[src/design/audio_status_params.svh]
// Offsets and field positions of the audio control and link status registers,
// and the audio control reset value. Assumes the I2C slave presents byte-wide accesses.
//
// What this block does
// - Control bit 7 enables the TDM-to-parallel audio converter.
// - While converting, the converter's clock carries audio downstream.
// - Control bit 6 drives recovered input-stream audio onto the audio pins.
// - Audio pin output enable ignored unless source selection reads 0.
// - Control bit 3: audio type change resets the received audio FIFO.
// - Control bit 2: audio infoframe checksum change resets the FIFO.
// - Control bit 1: video infoframe checksum change resets the FIFO.
// - Control bit 0: clock regeneration N or CTS change resets the FIFO.
// - Status bit 7 reads 1 once downstream link is detected and qualified.
// - Status bit 6 reads 1 when transmitter active and receiver locked.
// - Transmitter bit set only after valid input and correct port mode.
// - With transmitter bit set, bits 5:4 report 01 for single link port 0.
// - Status bit 3 reads 1 while valid TMDS data is being recovered.
// - Status bit 2 reads 1 when input PLL is locked.
// - Status bit 1 reads 1 when no clock above the low threshold is found.
// - Status bit 0 reads 1 when input clock frequency is stable and status bit 1 reads 0.
// - Source selection 0 sends input-stream audio, 1 sends local pin audio.
// - Low-frequency threshold in MHz judges whether input clock is too low.
`ifndef AUDIO_STATUS_PARAMS_SVH
`define AUDIO_STATUS_PARAMS_SVH

`define AUDIO_CONTROL_OFFSET     8'h55
`define LINK_INPUT_STATUS_OFFSET 8'h5A
`define AUDIO_CONTROL_RESET      8'h0C
`define AUDIO_CONTROL_WMASK      8'hCF
`define TDM_TO_PARALLEL_BIT      7
`define INPUT_AUDIO_OUT_BIT      6
`define RST_ON_TYPE_BIT          3
`define RST_ON_AUDIO_IF_BIT      2
`define RST_ON_VIDEO_IF_BIT      1
`define RST_ON_CLOCK_REGEN_BIT   0
`define PORT_MODE_SINGLE_P0      2'h1
`define PORT_MODE_NONE           2'h0
`define SOURCE_INPUT_STREAM      1'h0
`define FIFO_RESET_CYCLES        4'h4

`endif

[src/design/audio_status_pkg.sv]
// Types shared by the audio control and link status register bank.
// Assumes nothing beyond a SystemVerilog compiler.
package audio_status_pkg;

    typedef struct packed {
        logic tdm_to_parallel;
        logic input_audio_out;
        logic [1:0] reserved;
        logic fifo_reset_on_type;
        logic fifo_reset_on_audio_infoframe;
        logic fifo_reset_on_video_infoframe;
        logic fifo_reset_on_clock_regen;
    } audio_control_t;

    typedef struct packed {
        logic type_changed;
        logic audio_infoframe_changed;
        logic video_infoframe_changed;
        logic clock_regen_changed;
    } audio_events_t;

    typedef struct packed {
        logic downstream_link_ready;
        logic serial_tx_locked;
        logic [1:0] serial_port_mode;
        logic tmds_data_good;
        logic input_pll_locked;
        logic no_input_clock;
        logic input_frequency_settled;
    } link_input_status_t;

    typedef enum logic [1:0] {
        FIFO_IDLE  = 2'b01,
        FIFO_RESET = 2'b10
    } fifo_state_t;

endpackage

[src/design/clock_low_detect.sv]
// Compares a measured input clock frequency against the low threshold.
// Assumes the measurement and threshold are both whole MHz, held steady.
`timescale 1ns/1ps
`default_nettype none
module clock_low_detect #(
    parameter int FREQ_WIDTH = 8
) (
    input  wire logic                  core_clk,
    input  wire logic                  reset,
    input  wire logic [FREQ_WIDTH-1:0] measured_mhz,
    input  wire logic                  measure_valid,
    input  wire logic [5:0]            min_clock_threshold,
    output logic                       clock_too_low
);
    logic next_clock_too_low;

    // No valid measurement counts as no clock at all
    always_comb begin
        next_clock_too_low = !measure_valid ||
            (measured_mhz <= {{(FREQ_WIDTH-6){1'b0}}, min_clock_threshold});
    end

    always_ff @(posedge core_clk) begin
        if (reset) begin
            clock_too_low <= 1'b1;
        end else begin
            clock_too_low <= next_clock_too_low;
        end
    end
endmodule
`default_nettype wire

[src/design/audio_link_regs.sv]
// Audio control and link status register bank of the bridge serializer.
// Assumes the I2C slave hands over one byte access per reg_wr/reg_rd pulse.
`include "audio_status_params.svh"
`timescale 1ns/1ps
`default_nettype none
module audio_link_regs
    import audio_status_pkg::*;
#(
    parameter int FREQ_WIDTH = 8
) (
    input  wire logic                  core_clk,
    input  wire logic                  reset,
    // Register access from the control bus slave
    input  wire logic                  reg_wr,
    input  wire logic                  reg_rd,
    input  wire logic [7:0]            reg_addr,
    input  wire logic [7:0]            reg_wdata,
    output logic [7:0]                 reg_rdata,
    output logic                       reg_hit,
    // Settings held by neighbouring registers
    input  wire logic                  audio_source_local,
    input  wire logic [5:0]            min_clock_threshold,
    // Audio paths
    input  wire audio_events_t         audio_events,
    input  wire logic                  tdm_conv_clk,
    input  wire logic                  i2s_bit_clk,
    input  wire logic                  recovered_i2s_data,
    input  wire logic                  local_i2s_data,
    output logic                       tdm_conv_enable,
    output logic                       downstream_audio_clk_sel_tdm,
    output logic                       downstream_audio_data,
    output logic                       i2s_pin_data,
    output logic                       i2s_pin_oe,
    output logic                       audio_fifo_reset,
    // Live link and input conditions
    input  wire logic                  link_detected,
    input  wire logic                  link_caps_known,
    input  wire logic                  tx_active,
    input  wire logic                  remote_locked,
    input  wire logic                  single_mode_entered,
    input  wire logic                  tmds_data_good,
    input  wire logic                  input_pll_locked,
    input  wire logic [FREQ_WIDTH-1:0] measured_mhz,
    input  wire logic                  measure_valid,
    input  wire logic                  input_frequency_settled,
    output link_input_status_t         status
);
    // =========================================================
    // Audio control register
    audio_control_t audio_control;
    audio_control_t next_audio_control;

    always_comb begin
        next_audio_control = audio_control;
        if (reg_wr && reg_addr == `AUDIO_CONTROL_OFFSET) begin
            next_audio_control = reg_wdata & `AUDIO_CONTROL_WMASK;
        end
    end

    always_ff @(posedge core_clk) begin
        if (reset) begin
            audio_control <= `AUDIO_CONTROL_RESET;
        end else begin
            audio_control <= next_audio_control;
        end
    end

    // =========================================================
    // Audio routing
    logic input_source;
    logic next_i2s_pin_data;
    logic next_i2s_pin_oe;
    logic next_downstream_data;

    assign input_source = (audio_source_local == `SOURCE_INPUT_STREAM);
    assign tdm_conv_enable = audio_control.tdm_to_parallel;
    assign downstream_audio_clk_sel_tdm =
        audio_control.tdm_to_parallel;

    always_comb begin
        // Pin output only when the pins are not the audio source
        next_i2s_pin_oe = audio_control.input_audio_out
            && input_source;
        next_i2s_pin_data = next_i2s_pin_oe ? recovered_i2s_data : 1'b0;
        next_downstream_data = input_source ? recovered_i2s_data
                                            : local_i2s_data;
    end

    always_ff @(posedge core_clk) begin
        if (reset) begin
            i2s_pin_oe   <= 1'b0;
            i2s_pin_data <= 1'b0;
        end else begin
            i2s_pin_oe   <= next_i2s_pin_oe;
            i2s_pin_data <= next_i2s_pin_data;
        end
    end

    // Downstream data launched on the selected audio clock domain proxy
    logic selected_clk;
    logic selected_clk_d;
    logic next_selected_clk_d;
    logic next_downstream_audio_data;

    assign selected_clk = audio_control.tdm_to_parallel ? tdm_conv_clk
                                                        : i2s_bit_clk;
    always_comb begin
        next_selected_clk_d = selected_clk;
        next_downstream_audio_data = downstream_audio_data;
        if (selected_clk && !selected_clk_d) begin
            next_downstream_audio_data = next_downstream_data;
        end
    end

    always_ff @(posedge core_clk) begin
        if (reset) begin
            selected_clk_d        <= 1'b0;
            downstream_audio_data <= 1'b0;
        end else begin
            selected_clk_d        <= next_selected_clk_d;
            downstream_audio_data <= next_downstream_audio_data;
        end
    end

    // =========================================================
    // Received audio FIFO reset control
    fifo_state_t fifo_state;
    fifo_state_t next_fifo_state;
    logic [3:0]  fifo_count;
    logic [3:0]  next_fifo_count;
    logic        fifo_trigger;

    always_comb begin
        fifo_trigger =
            (audio_control.fifo_reset_on_type
                && audio_events.type_changed) ||
            (audio_control.fifo_reset_on_audio_infoframe
                && audio_events.audio_infoframe_changed) ||
            (audio_control.fifo_reset_on_video_infoframe
                && audio_events.video_infoframe_changed) ||
            (audio_control.fifo_reset_on_clock_regen
                && audio_events.clock_regen_changed);
    end

    // A fresh trigger restarts the pulse so the FIFO sees a full reset
    always_comb begin
        next_fifo_state = fifo_state;
        next_fifo_count = fifo_count;
        case (fifo_state)
            FIFO_IDLE: begin
                if (fifo_trigger) begin
                    next_fifo_state = FIFO_RESET;
                    next_fifo_count = `FIFO_RESET_CYCLES - 4'h1;
                end
            end
            FIFO_RESET: begin
                if (fifo_trigger) begin
                    next_fifo_count = `FIFO_RESET_CYCLES - 4'h1;
                end else if (fifo_count == 4'h0) begin
                    next_fifo_state = FIFO_IDLE;
                end else begin
                    next_fifo_count = fifo_count - 4'h1;
                end
            end
            default: begin
                next_fifo_state = FIFO_IDLE;
                next_fifo_count = 4'h0;
            end
        endcase
    end

    always_ff @(posedge core_clk) begin
        if (reset) begin
            fifo_state <= FIFO_IDLE;
            fifo_count <= 4'h0;
        end else begin
            fifo_state <= next_fifo_state;
            fifo_count <= next_fifo_count;
        end
    end

    assign audio_fifo_reset = (fifo_state == FIFO_RESET);

    // =========================================================
    // Link and input status
    logic               clock_too_low;
    link_input_status_t next_status;

    clock_low_detect #(
        .FREQ_WIDTH (FREQ_WIDTH)
    ) u_clock_low_detect (
        .core_clk            (core_clk),
        .reset               (reset),
        .measured_mhz        (measured_mhz),
        .measure_valid       (measure_valid),
        .min_clock_threshold (min_clock_threshold),
        .clock_too_low       (clock_too_low)
    );

    always_comb begin
        next_status = '0;
        next_status.downstream_link_ready =
            link_detected && link_caps_known;
        // Locked only once the input is valid and single mode is entered
        next_status.serial_tx_locked = tx_active && remote_locked
            && tmds_data_good && single_mode_entered;
        next_status.serial_port_mode = next_status.serial_tx_locked
            ? `PORT_MODE_SINGLE_P0 : `PORT_MODE_NONE;
        next_status.tmds_data_good = tmds_data_good;
        next_status.input_pll_locked = input_pll_locked;
        next_status.no_input_clock = clock_too_low;
        next_status.input_frequency_settled =
            input_frequency_settled && !clock_too_low;
    end

    always_ff @(posedge core_clk) begin
        if (reset) begin
            status <= '0;
        end else begin
            status <= next_status;
        end
    end

    // =========================================================
    // Read path; status writes fall through untouched
    logic [7:0] next_reg_rdata;

    always_comb begin
        next_reg_rdata = reg_rdata;
        reg_hit = (reg_addr == `AUDIO_CONTROL_OFFSET) ||
                  (reg_addr == `LINK_INPUT_STATUS_OFFSET);
        if (reg_rd) begin
            case (reg_addr)
                `AUDIO_CONTROL_OFFSET:     next_reg_rdata = audio_control;
                `LINK_INPUT_STATUS_OFFSET: next_reg_rdata = status;
                default:                   next_reg_rdata = 8'h00;
            endcase
        end
    end

    always_ff @(posedge core_clk) begin
        if (reset) begin
            reg_rdata <= 8'h00;
        end else begin
            reg_rdata <= next_reg_rdata;
        end
    end
endmodule
`default_nettype wire

[config.mk]
export PLATFORM = sky130hd
export DESIGN_NAME = audio_link_regs
export DESIGN_NICKNAME = d
export VERILOG_FILES = /design/src/design/audio_status_pkg.sv /design/src/design/clock_low_detect.sv /design/src/design/audio_link_regs.sv
export VERILOG_INCLUDE_DIRS = /design/src /design/src/design
export SDC_FILE = /design/constraint.sdc
export NUM_CORES = 1
export LEC_CHECK = 0
export BUFFER_PORTS_ARGS = -buffer_cell sky130_fd_sc_hd__buf_2
export CAP_MARGIN = 10
export CORE_ASPECT_RATIO = 1.2
export CORE_MARGIN = 10
export CORE_UTILIZATION = 35
export CTS_CLUSTER_SIZE = 16
export DETAILED_ROUTE_END_ITERATION = 12
export MAX_ROUTING_LAYER = met4
export PLACE_DENSITY = 0.73
export SYNTH_ARGS = -nofsm -noshare
export SYNTH_HDL_FRONTEND = slang
export SYNTH_HIERARCHICAL = 1
export SYNTH_SLANG_ARGS = --single-unit
[constraint.sdc]
create_clock -name core_clk -period 2.05 [get_ports core_clk]
set_clock_uncertainty 0.1 [all_clocks]
set_input_delay 0.41 -clock core_clk [delete_from_list [all_inputs] [get_ports core_clk]]
set_output_delay 0.41 -clock core_clk [all_outputs]
set_load 0.05 [all_outputs]
==> results.md <==
- Endpoint class of the critical path: primary output
- Chip height: 94.7 µm
- PwrDens: 727 nW/µm²
- GPL Wtd Cong: 0.775
- Vias in the first global route: 1,482
- Met1 wire length: 1610 µm
- Pleak: 0.927 nW
- Yosys cell types: 45
- Crit-path leading delay family: simple AND/OR/NAND/NOR gates
- Area taken by multi-input logic gates: 883 µm²
- Total GRT Usage: 11.2%
- XOR/XNOR Fraction of Synth Area: 0%
- Hold Fails Final Rpt: 0
- Post-synthesis simple-gate area fraction: 23.8%
- Worst vdd ir: 0.000404 V
- Critical path's largest stage delay: 0.36 ns
- Cell taking the most area after synthesis: dfxtp_1
- Die W: 82.3 µm
- Top cells by count, synth: dfxtp_1, inv_1, nor2_1
- Fin Hold WS: 0.224 ns
- CTS tree: done
- Setup Fix Bufs, Post-CTS: 0
- Required time of the critical path: 1.54 ns
- Nets@finish: 302
- Dpl hpwl: 3520 µm
- CP Data Arrival Time: 1.26 ns
- TritonCTS buffer count: 5
- Buffer depth of the longest clock path: 2
- Syn Area/Cell: 9.46 µm²
- Via/cell ratio: 5.02
- Min Tclk post-route: 1.77 ns
- Core Box Area: 4560 µm²
- Cts repair resizes: 0
- Total Negative Setup Slacks: 0 ns
- Root buffer cell: clkbuf_8
- Tightest Hold Check Type: input pin to flip-flop
- CTS clock-pin slew for the worst setup and hold paths: 0.06 ns
- Die area: 7790 µm²
- Hold-fix buffers at CTS: 0
- Fmax: 565 MHz
- # DRC: 0
- Design area: 2100 µm²
- Number of synthesized flops with an enable pin: 0
- Compound-Gate Fraction of Synth Area: 19.4%
- Congestion Overflow GR: 0
- Fillers: 451
- Worst Setup Start Kind: input pin
- Register area: 601 µm²
- Top-Level Pins: 75
- CP bufs+invs: 2
- Initial DRC Count: 67
- Starting density of the core: 35.7%
- Max Used Layer: met4
- Antenna diode count: 0
- Fin crit share: 86.4%
- Placed instance area: 2010 µm²
- Met3 WL: 355 µm
- WL met2: 2140 µm
- Total Wirelength: 4190 µm
- Final setup vio count: 0
- Share of the synthesized area in the top cell type: 36.9%
- Largest net degree at the start of global routing: 21
- Slew Viols, Final: 0
- Worst path slowest cell: and4bb_1
- Synth Register Bits: 30
- Synth Area in Adders: 7.69%
- IO buf count: 70
- Critical path fanouts, max: 3
- Clk Latency, worst-skew pair: 0.28 ns
- RSZ-0062 raised after global routing: false
- Max_cap viols: 0
- Largest cells by area after synthesis: dfxtp_1, ha_1, a311oi_2
- H-tree depth: 2
- WL/cell: 14.0 µm
- Critical setup path kind: input pin to primary output
- Largest family of logic cells by synthesized area: simple AND/OR/NAND/NOR gates
- Initial antenna violation count: 0
- Mux cell area share after synthesis: 2.46%
- Status: complete, no violations
- Post-synthesis sequential area ratio: 36.9%
- Routed Antenna Nets: 0
- P&R area growth vs syn: 28.8%
- Layout Utilization: 46.0%
- Synth Warn #: 6
- Syn Inst Count: 172
- Row count: 27
- Clock sink total: 30
- Asr flop ratio synth: 0%
- Commonest register cell after synthesis: dfxtp_1
- Via count: 1,502
- First-pass GRT wire length: 6640 µm
- Syn Std Cell Area: 1630 µm²
- Share of cells above drive strength 1: 41.9%
- Crit-path cells: buf_2 -> and4bb_1 -> nand2_1 -> nand2_1 -> buf_2
- Initial DRT Pass Iterations: 4
- Most frequent cell after synthesis: dfxtp_1
-- kinds of logic (layout without fill, tap and decap cells) --
| group | count (synthesis) | count (layout) |
|---|---|---|
| simple gates | 60 | 60 |
| compound gates | 38 | 38 |
| other cells | 1 | 2 |
| buf+inv | 29 | 97 |
| mux | 4 | 4 |
| fa+ha+maj | 10 | 10 |
| flops | 30 | 30 |
-- state kept, by name, indices dropped and copies added (netlist names) --
register and flops:
fifo_count 4, i2s_pin_data 1, fifo_state 2, selected_clk_d 1
reg_rdata 7, downstream_audio_data 1, audio_control 5, downstream_audio_clk_sel_tdm 1
u_clock_low_detect/clock_too_low 1, status 6, i2s_pin_oe 1
-- power by group --
part	leakage (nW)	internal, mW	switching, mW	total, mW
sequential	0.246	0.623	0.0297	0.653
clock	0.0482	0.270	0.210	0.480
combinational	0.633	0.164	0.228	0.392
total	0.927	1.06	0.468	1.53
-- per-layer routing --
layer	up-vias	global-route usage (%)
met5	-	-
met2	41	18.7
met3	8	3.90
li1	759	-
met4	0	4.83
met1	694	11.5
-- stage by stage --
step,worst slack [ns],instances,power [mW]
after detailed placement,0.269,291,1.06
after global placement,0.267,291,1.05
after CTS,0.267,299,1.55
after global routing,0.165,299,1.62
final,0.279,299,1.53
after floorplan,0.208,173,0.942
-- layout by cell type (no fill, tap or decap), drive strengths merged, types with 3 or more instances in the layout --
cell type   n
a31o        5
mux2i       4
and4bb      3
o21ai       6
ha         10
inv        15
dfxtp      30
nor2b       5
a311oi     11
buf        74
nor2       13
nand2       4
nand3      15
a21oi       6
clkbuf      7
nor3b       3
-- worst reg2reg max path: stages, from the launching register on --
cell and delay [ns]:
dfxtp_1 0.40, inv_1 0.09, ha_1 0.22, nor4b_1 0.15
a311oi_1 0.35, o21ai_0 0.15
-- area by class of cell --
type	count	share of cell area (%)
clock inverters	1	0.239
well taps	58	3.46
clock buffers	7	4.12
multi-input cells	114	42.1
inverters	15	2.68
repair buffers	74	18.7
flip-flops and latches	30	28.6
-- worst paths after layout --
path                                                       start       endpoint  slack (ns)  cells after the start
worst max register to register                     fifo_count[0]  fifo_state[0]        0.47                      5
worst min-delay path                          audio_source_local     i2s_pin_oe        0.22                      2
worst max-delay path                                 reg_addr[7]        reg_hit        0.28                      5
worst min register to register  u_clock_low_detect/clock_too_low      status[0]        0.31                      1
Power figures use the tool's default switching activity.
